[src/core/hpc_pkg.sv]
// constants for the hub power, port numbering and fixed-device configuration bank
// assumes a 100 MHz core clock; offsets are the byte addresses of the config loader
package hpc_pkg;

  // ********************************************************************
  // register offsets
  // ********************************************************************
  localparam logic [7:0] PWR_DEV_CFG_OFS = 8'h07;
  localparam logic [7:0] PORT_NUM_CFG_OFS = 8'h08;
  localparam logic [7:0] FIXED_MASK_OFS = 8'h09;

  // ********************************************************************
  // field positions and writable masks
  // ********************************************************************
  localparam int AUTO_PWR_BIT = 7;
  localparam int OC_SEL_LSB = 4;
  localparam int COMPOUND_BIT = 3;
  localparam int PORT_NUM_SEL_BIT = 3;
  localparam int STRING_EN_BIT = 0;
  localparam int FIXED_PORT_LSB = 1;
  localparam logic [7:0] PWR_DEV_WR_MASK = 8'hb8;
  localparam logic [7:0] PORT_NUM_WR_MASK = 8'h09;
  localparam logic [7:0] FIXED_MASK_WR_MASK = 8'h1e;

  // ********************************************************************
  // reset values
  // ********************************************************************
  localparam logic [7:0] PWR_DEV_RST = 8'h00;
  localparam logic [7:0] PORT_NUM_RST = 8'h00;
  localparam logic [7:0] FIXED_MASK_RST = 8'h00;

  // ********************************************************************
  // timing
  // ********************************************************************
  localparam int unsigned CLK_PERIOD_NS = 10;
  localparam int unsigned OC_DELAY0_NS = 100000;
  localparam int unsigned OC_DELAY1_NS = 4000000;
  localparam int unsigned OC_DELAY2_NS = 8000000;
  localparam int unsigned OC_DELAY3_NS = 16000000;
  localparam int unsigned OC_CYC0 = OC_DELAY0_NS / CLK_PERIOD_NS;
  localparam int unsigned OC_CYC1 = OC_DELAY1_NS / CLK_PERIOD_NS;
  localparam int unsigned OC_CYC2 = OC_DELAY2_NS / CLK_PERIOD_NS;
  localparam int unsigned OC_CYC3 = OC_DELAY3_NS / CLK_PERIOD_NS;
  localparam int OC_CNT_W = 21;
  localparam logic [4:0] DROP_CYCLES = 5'h10;

  typedef enum logic [1:0]
  {
    ST_RUN = 2'b00,
    ST_DROP = 2'b01,
    ST_REATTACH = 2'b10
  } hpc_state_type;

endpackage

[src/core/hpc_sync2.sv]
// two-flop synchroniser for levels arriving from pins
// assumes the level is quasi-static relative to core_clk
`timescale 1ns/100ps
`default_nettype none
module hpc_sync2 #(
  parameter int W = 1
) (
  input wire logic core_clk,
  input wire logic rst_n,
  input wire logic clkEn,
  input wire logic [W-1:0] asyncIn,
  output logic [W-1:0] syncOut
);

  logic [W-1:0] metaReg;

  always_ff @(posedge core_clk)
  begin
    if (!rst_n)
    begin
      metaReg <= '0;
      syncOut <= '0;
    end
    else if (clkEn)
    begin
      metaReg <= asyncIn;
      syncOut <= metaReg;
    end
  end

endmodule
`default_nettype wire

[src/core/hpc_port_cfg_regs.sv]
// power switching, port numbering and fixed-device configuration bank
// assumes the config loader writes bytes on core_clk; supply and straps are pins
`timescale 1ns/100ps
`default_nettype none
// Functional notes
// - auto power bit 1 lets hub switch self/bus power by itself; 0 never.
// - with auto power on, supply presence comes from the local supply pin.
// - a supply change at once disconnects downstream and removes port power.
// - the same supply change also drops the upstream connection.
// - reattach bus-powered without supply, self-powered with supply.
// - delay select 00/01/10/11 gives 0.1/4/8/16 ms over-current delay.
// - compound bit reports whether hub is part of a compound device.
// - strap config reports compound whenever any port is non-removable.
// - numbering select 0 is standard mode, 1 is port mapping mode.
// - string enable bit turns string descriptor support off or on.
// - fixed mask bits 1-4 mark ports 1-4 non-removable; others reserved.
// - in strap config the fixed ports come from the two strap pins.
// - with auto power on, configured self/bus bit is ignored.
// - standard mode disables masked ports and reports the enabled count.
module hpc_port_cfg_regs
  import hpc_pkg::*;
#(
  parameter int unsigned OC_DELAY0_CYCLES = OC_CYC0,
  parameter int unsigned OC_DELAY1_CYCLES = OC_CYC1,
  parameter int unsigned OC_DELAY2_CYCLES = OC_CYC2,
  parameter int unsigned OC_DELAY3_CYCLES = OC_CYC3
) (
  input wire logic core_clk,
  input wire logic rst_n,
  input wire logic clkEn,
  input wire logic cfgWrEn,
  input wire logic cfgRdEn,
  input wire logic [7:0] cfgAddr,
  input wire logic [7:0] cfgWrData,
  output logic [7:0] cfgRdData,
  output logic cfgRdValid,
  input wire logic strapConfigPin,
  input wire logic [1:0] fixed_port_strap_pins,
  input wire logic local_supply_present,
  input wire logic selfPoweredCfg,
  input wire logic [4:1] portDisableMask,
  output logic upstreamConnect,
  output logic portPowerOn,
  output logic selfPowered,
  output logic [OC_CNT_W-1:0] ocDelayCycles,
  output logic compoundReport,
  output logic [4:1] fixedPorts,
  output logic portMappingMode,
  output logic stringEnable,
  output logic [4:1] activePorts,
  output logic [2:0] enabledPortCount
);

  // ********************************************************************
  // pin synchronisers
  // ********************************************************************
  logic [3:0] pinSync;
  logic supplySync;
  logic strapMode;
  logic [1:0] strapFixed;

  hpc_sync2 #(.W(4)) pinSyncInst (
    .core_clk(core_clk),
    .rst_n(rst_n),
    .clkEn(clkEn),
    .asyncIn({local_supply_present, strapConfigPin, fixed_port_strap_pins}),
    .syncOut(pinSync)
  );

  assign supplySync = pinSync[3];
  assign strapMode = pinSync[2];
  assign strapFixed = pinSync[1:0];

  // ********************************************************************
  // configuration registers
  // ********************************************************************
  logic [7:0] power_and_device_config_reg;
  logic [7:0] port_numbering_config_reg;
  logic [7:0] fixed_device_port_mask_reg;

  always_ff @(posedge core_clk)
  begin
    if (!rst_n)
    begin
      power_and_device_config_reg <= PWR_DEV_RST;
      port_numbering_config_reg <= PORT_NUM_RST;
      fixed_device_port_mask_reg <= FIXED_MASK_RST;
    end
    else if (clkEn && cfgWrEn)
    begin
      case (cfgAddr)
        PWR_DEV_CFG_OFS: power_and_device_config_reg <= cfgWrData & PWR_DEV_WR_MASK;
        PORT_NUM_CFG_OFS: port_numbering_config_reg <= cfgWrData & PORT_NUM_WR_MASK;
        FIXED_MASK_OFS: fixed_device_port_mask_reg <= cfgWrData & FIXED_MASK_WR_MASK;
        default:
        begin
        end
      endcase
    end
  end

  always_ff @(posedge core_clk)
  begin
    if (!rst_n)
    begin
      cfgRdData <= 8'h00;
      cfgRdValid <= 1'b0;
    end
    else if (clkEn)
    begin
      cfgRdValid <= cfgRdEn;
      if (cfgRdEn)
      begin
        case (cfgAddr)
          PWR_DEV_CFG_OFS: cfgRdData <= power_and_device_config_reg;
          PORT_NUM_CFG_OFS: cfgRdData <= port_numbering_config_reg;
          FIXED_MASK_OFS: cfgRdData <= fixed_device_port_mask_reg;
          default: cfgRdData <= 8'h00;
        endcase
      end
    end
  end

  reserved_zero_a: assert property (@(posedge core_clk) disable iff (!rst_n)
    cfgRdValid |-> (cfgRdData & ~(PWR_DEV_WR_MASK | PORT_NUM_WR_MASK | FIXED_MASK_WR_MASK)) == 8'h00)
    else $error("reserved bits read nonzero");

  logic autoEn;
  logic [1:0] ocSel;
  assign autoEn = power_and_device_config_reg[AUTO_PWR_BIT];
  assign ocSel = power_and_device_config_reg[OC_SEL_LSB +: 2];

  // ********************************************************************
  // automatic power switching
  // ********************************************************************
  hpc_state_type stateReg;
  hpc_state_type stateNext;
  logic supplyLastReg;
  logic [4:0] dropCntReg;
  logic supplyChanged;

  assign supplyChanged = autoEn && (supplySync != supplyLastReg);

  always_comb
  begin
    stateNext = stateReg;
    case (stateReg)
      ST_RUN: if (supplyChanged) stateNext = ST_DROP;
      ST_DROP: if (dropCntReg == DROP_CYCLES) stateNext = ST_REATTACH;
      ST_REATTACH: stateNext = ST_RUN;
      default: stateNext = ST_RUN;
    endcase
  end

  always_ff @(posedge core_clk)
  begin
    if (!rst_n)
      stateReg <= ST_RUN;
    else if (clkEn)
      stateReg <= stateNext;
  end

  // long enough that the upstream side sees a real detach
  always_ff @(posedge core_clk)
  begin
    if (!rst_n)
      dropCntReg <= 5'h00;
    else if (clkEn)
      dropCntReg <= (stateReg == ST_DROP) ? dropCntReg + 5'h01 : 5'h00;
  end

  // with auto off the last level just tracks, so enabling never causes a false drop
  always_ff @(posedge core_clk)
  begin
    if (!rst_n)
      supplyLastReg <= 1'b0;
    else if (clkEn && (!autoEn || stateReg == ST_RUN))
      supplyLastReg <= supplySync;
  end

  always_ff @(posedge core_clk)
  begin
    if (!rst_n)
    begin
      upstreamConnect <= 1'b0;
      portPowerOn <= 1'b0;
      selfPowered <= 1'b0;
    end
    else if (clkEn)
    begin
      upstreamConnect <= (stateNext == ST_RUN);
      portPowerOn <= (stateNext == ST_RUN);
      selfPowered <= autoEn ? supplyLastReg : selfPoweredCfg;
    end
  end

  drop_on_change_a: assert property (@(posedge core_clk) disable iff (!rst_n)
    (clkEn && stateReg == ST_RUN && supplyChanged) |=> (!upstreamConnect && !portPowerOn))
    else $error("no shutdown after supply change");

  no_auto_hold_a: assert property (@(posedge core_clk) disable iff (!rst_n)
    (stateReg == ST_RUN && !autoEn) |=> stateReg == ST_RUN)
    else $error("switching with auto power off");

  reattach_bound_a: assert property (@(posedge core_clk) disable iff (!rst_n)
    (clkEn && stateReg == ST_DROP) [*2] |-> !upstreamConnect ##[1:40] upstreamConnect)
    else $error("upstream not reattached");

  power_mode_a: assert property (@(posedge core_clk) disable iff (!rst_n)
    (clkEn && autoEn) |=> selfPowered == $past(supplyLastReg))
    else $error("power mode not from supply");

  // ********************************************************************
  // derived configuration outputs
  // ********************************************************************
  logic [OC_CNT_W-1:0] ocExpect;
  logic [4:1] fixedNext;
  logic [2:0] disabledCount;

  always_comb
  begin
    case (ocSel)
      2'b00: ocExpect = OC_CNT_W'(OC_DELAY0_CYCLES);
      2'b01: ocExpect = OC_CNT_W'(OC_DELAY1_CYCLES);
      2'b10: ocExpect = OC_CNT_W'(OC_DELAY2_CYCLES);
      2'b11: ocExpect = OC_CNT_W'(OC_DELAY3_CYCLES);
      default: ocExpect = OC_CNT_W'(OC_DELAY0_CYCLES);
    endcase
  end

  // strap code n marks ports 1..n as fixed
  always_comb
  begin
    if (strapMode)
    begin
      case (strapFixed)
        2'b00: fixedNext = 4'h0;
        2'b01: fixedNext = 4'h1;
        2'b10: fixedNext = 4'h3;
        2'b11: fixedNext = 4'h7;
        default: fixedNext = 4'h0;
      endcase
    end
    else
      fixedNext = fixed_device_port_mask_reg[FIXED_PORT_LSB +: 4];
  end

  assign disabledCount = {2'b00, portDisableMask[1]} + {2'b00, portDisableMask[2]}
    + {2'b00, portDisableMask[3]} + {2'b00, portDisableMask[4]};

  always_ff @(posedge core_clk)
  begin
    if (!rst_n)
    begin
      ocDelayCycles <= OC_CNT_W'(OC_DELAY0_CYCLES);
      fixedPorts <= 4'h0;
      compoundReport <= 1'b0;
      portMappingMode <= 1'b0;
      stringEnable <= 1'b0;
      activePorts <= 4'hf;
      enabledPortCount <= 3'h4;
    end
    else if (clkEn)
    begin
      ocDelayCycles <= ocExpect;
      fixedPorts <= fixedNext;
      compoundReport <= strapMode ? (|fixedNext)
        : power_and_device_config_reg[COMPOUND_BIT];
      portMappingMode <= port_numbering_config_reg[PORT_NUM_SEL_BIT];
      stringEnable <= port_numbering_config_reg[STRING_EN_BIT];
      // mapping mode owns port enables elsewhere, so only standard mode masks here
      activePorts <= port_numbering_config_reg[PORT_NUM_SEL_BIT] ? 4'hf
        : ~portDisableMask;
      enabledPortCount <= port_numbering_config_reg[PORT_NUM_SEL_BIT] ? 3'h4
        : 3'h4 - disabledCount;
    end
  end

  oc_delay_a: assert property (@(posedge core_clk) disable iff (!rst_n)
    (clkEn && ocSel == 2'b11) |=> ocDelayCycles == OC_CNT_W'(OC_DELAY3_CYCLES))
    else $error("wrong over-current delay");

  compound_a: assert property (@(posedge core_clk) disable iff (!rst_n)
    (clkEn && strapMode && strapFixed != 2'b00) |=> compoundReport)
    else $error("strap fixed port without compound");

  compound_bit_a: assert property (@(posedge core_clk) disable iff (!rst_n)
    (clkEn && !strapMode) |=> compoundReport == $past(power_and_device_config_reg[COMPOUND_BIT]))
    else $error("compound not from register");

  port_count_a: assert property (@(posedge core_clk) disable iff (!rst_n)
    (clkEn && !portMappingMode && port_numbering_config_reg == 8'h00)
      |=> enabledPortCount == 3'h4 - $past(disabledCount))
    else $error("enabled port count wrong");

  strap_ports_a: assert property (@(posedge core_clk) disable iff (!rst_n)
    (clkEn && strapMode && strapFixed == 2'b10) |=> fixedPorts == 4'h3)
    else $error("strap ports not applied");

endmodule
`default_nettype wire

[config.mk]
export PLATFORM = sky130hd
export DESIGN_NAME = hpc_port_cfg_regs
export DESIGN_NICKNAME = d
export VERILOG_FILES = /design/src/core/hpc_pkg.sv /design/src/core/hpc_sync2.sv /design/src/core/hpc_port_cfg_regs.sv
export SDC_FILE = /design/constraint.sdc
export NUM_CORES = 1
export LEC_CHECK = 0
export BUFFER_PORTS_ARGS = -buffer_cell sky130_fd_sc_hd__buf_2
export CAP_MARGIN = 20
export CORE_MARGIN = 1.5
export CORE_UTILIZATION = 26
export DETAILED_ROUTE_END_ITERATION = 8
export GPL_TIMING_DRIVEN = 0
export PLACE_DENSITY = 0.48
export SETUP_SLACK_MARGIN = 0.1
export SLEW_MARGIN = 20
export SYNTH_ARGS = -nofsm -noshare
export SYNTH_HDL_FRONTEND = slang
export SYNTH_SLANG_ARGS = --single-unit
[constraint.sdc]
create_clock -name core_clk -period 3.9 [get_ports core_clk]
set_input_delay 0 -clock core_clk [delete_from_list [all_inputs] [get_ports core_clk]]
set_output_delay 0 -clock core_clk [all_outputs]
set_load 0.1 [all_outputs]
==> reports/metrics.yaml <==
status:
  status: "complete, no violations"
cells_and_area:
  nets: 439
  largest_register_ffs: 9
  utilization_pct: 36.3
  antenna_cells: 0
  drive_above_1_share_pct: 26.3
  nFillCells: 1094
  area_growth_pct: 33.6
  top_register: "ocDelayCycles"
  final_cells: 536
  top_regs: "ocDelayCycles x9, cfgRdData x7, dropCntReg x5"
  mostFrequentLayoutCells: "70 x buf_2, 59 x dfxtp_1, 35 x nand2_1"
  final_common_cell: "buf_2"
  final_cell_area_um2: 3600
floorplanning:
  rows: 36
  die_w_um: 105
  top_level_ports: 77
  die-area_um2: 11000
  start_util_pct: 27.2
  core_area_um2: 9910
  die_h_um: 105
synth:
  synth_cell_types: 36
  ys_ff_latch: 59
  ys_warn_count: 0
  syn_avg_cell_area_um2: 9.04
  synth_fa_ha_area_share_pct: 5.39
  synth-compound-area-share_pct: 11.8
  yosys.area_share.simple_pct: 23.4
  ys_seq_area_share_pct: 43.9
  synth_top_family_by_area: "simple AND/OR/NAND/NOR gates"
  synth_mux_area_share_pct: 6.32
  syn_inst: 298
  synth-edff-count: 0
  yosys_most_used_dff: "dfxtp_1"
  synth_xor_area_share_pct: 1.30
  netlist_area_um2: 2690
  async_flop_share_pct: 0
placement:
  port_buffers: 64
  placed_cell_area_um2: 3210
  dp.cells: 503
  hpwl_um: 5090
  gp_congestion: 0.772
power:
  vdd_drop_max_uv: 170
  power_density_nw_per_um2: 407
  p_leak_uw: 0.00156
  totalPowerFinal_uw: 1460
detailed_routing:
  ant_nets: 0
  first_pass_iters: 4
  wl_per_cell_um: 12.6
  routed_via_density: 4.23
  first_iter_violations: 58
  routed_wl_um: 6770
  vias: 2268
  drc_errors: 0
critical_path:
  crit_arrival_ns: 1.88
  critPathCaptureType: "flip-flop"
  cp_max_fo: 8
  worst-setup-path-type: "primary input to flip-flop"
  cp-start-kind: "primary input"
  max_stage_delay_ns: 0.62
  reg2reg_depth: 5
  slowest_stage: "dlygate4sd3_1"
  r2r_start: "power_and_device_config_reg[4]"
  r2r-end: "ocDelayCycles[10]"
  crit_path_cell_trace: "dlygate4sd3_1 > buf_2 > nor4_4 > dlygate4sd3_1 > nand3_1 > o31ai_1"
  cp.required_ns: 4.15
  cpMostUsedCell: "dlygate4sd3_1"
  regToRegSetupSlack_ns: 2.62
sta:
  tightest_slew_ns: 0.516
  rsz0062_at_grt: "false"
  relSlewSlack_pct: 65.6
  fin_setup_tns_ns: 0
  final_hold_viol_count: 0
  min_period_ns: 1.62
  max_freq_mhz: 616
  skew_ns: 0.00712
  maxSlewViolCount: 0
  setup_viol: 0
  finalCritPeriodShare_pct: 41.6
grt:
  grt_max_degree: 12
  grt_overflow: 0
  antenna_found_initial: 0
  grt_pass1_vias: 2218
  grt_usage_pct: 13.2
  grt_pass1_wl_um: 11100
cts:
  worstSkewPairLatency_ns: 0.34
  clkSinkCount: 59
  htreeDepth: 3
  cts_resized: 0
  cts_tree: "built"
  cts_buffers: 9
  cts-root-buf: "clkbuf_8"
  clkTransAtPathRegs_ns: 0.07
  postCtsSetupRepairBufs: 0
  clock_path_buffers: 2
hold_path:
  holdPathEnd: "selfPowered"
  hp-start: "selfPoweredCfg"
  hold_depth: 4
  min_path_type: "primary input to flip-flop"
job:
  maxCapViolations: 0
[synth_stat cells, types with 2 or more instances]
master / number / area (um2)
o21ai_0: 18 / 90.1
a21oi_1: 4 / 20.0
nand2_1: 35 / 131
and3_2: 2 / 15.0
o211ai_1: 3 / 22.5
o22ai_1: 7 / 43.8
mux2i_1: 17 / 170
nand2b_1: 7 / 43.8
dfxtp_1: 59 / 1180
nor2_1: 10 / 37.5
nand4_1: 5 / 31.3
a21boi_0: 10 / 75.1
xor2_1: 4 / 35.0
inv_1: 10 / 37.5
clkbuf_1: 10 / 37.5
o211a_1: 3 / 30.0
ha_1: 10 / 125
buf_2: 6 / 30.0
nand3_1: 23 / 115
buf_4: 14 / 105
nand4b_1: 2 / 17.5
and2_1: 5 / 31.3
nor2b_1: 21 / 131
[worst max-delay path by stage]
stage                     slack [ns]          startpoint                  end
after global placement          2.53  portDisableMask[3]  enabledPortCount[1]
after global routing            2.23          cfgAddr[4]         cfgRdData[4]
after CTS                       2.29          cfgAddr[4]         cfgRdData[4]
after floorplan                 2.53         portPowerOn      upstreamConnect
after detailed placement        2.51  portDisableMask[2]  enabledPortCount[1]
final                           2.28          cfgAddr[4]         cfgRdData[4]
[final cells by class]
class / count / area [um2] / area share, %
multi-input combinational: 207 / 1330 / 37.0
clock buffer: 9 / 124 / 3.44
sequential: 59 / 1180 / 32.8
buffer: 30 / 173 / 4.80
timing repair buffer: 81 / 490 / 13.6
inverter: 10 / 37.5 / 1.04
clock inverter: 7 / 92.6 / 2.57
tap: 133 / 166 / 4.63
[critical path: cells and delay by family]
family | cells | cell delay [ns]
simple gates | 2 | 0.40
compound gates | 1 | 0.20
buf+inv | 3 | 1.28
[cells by family (layout without fill, tap and decap cells)]
| kind of cell | after synthesis | count (layout) |
|---|---|---|
| DFF | 59 | 59 |
| adders and majority gates | 11 | 11 |
| and+or+nand+nor | 117 | 117 |
| xor gates and xnor gates | 4 | 4 |
| muxes | 17 | 17 |
| other | 1 | 9 |
| AOI/OAI and AO/OA | 49 | 49 |
| buffers and inverters | 40 | 137 |
[repair_timing]
item,in CTS,in global routing
endpoints found under the hold margin,19,0
setup endpoints to repair,0,0
hold buffers,17,0
[where the power goes]
| group | internal [uW] | switching, uW | leakage, uW |
|---|---|---|---|
| registers | 615 | 7.52 | 0.000479 |
| clock network | 357 | 253 | 0.000101 |
| logic | 62.7 | 166 | 0.000981 |
[metrics by stage]
step / hold WS (ns) / worst slack (ns)
floorplan: 0.140 / 2.53
global placement: 0.258 / 2.53
detailed placement: 0.269 / 2.51
CTS: 0.0451 / 2.29
global route: 0.0699 / 2.23
finish: 0.0554 / 2.28
[routing by layer]
layer	global-route usage [%]	vias to the layer above	wire length, um
li1	-	1187	-
met1	17.4	1024	3380
met2	20.3	47	3040
met3	3.74	10	250
met4	4.99	0	100
met5	0	-	0
Power figures use the tool's default switching activity.
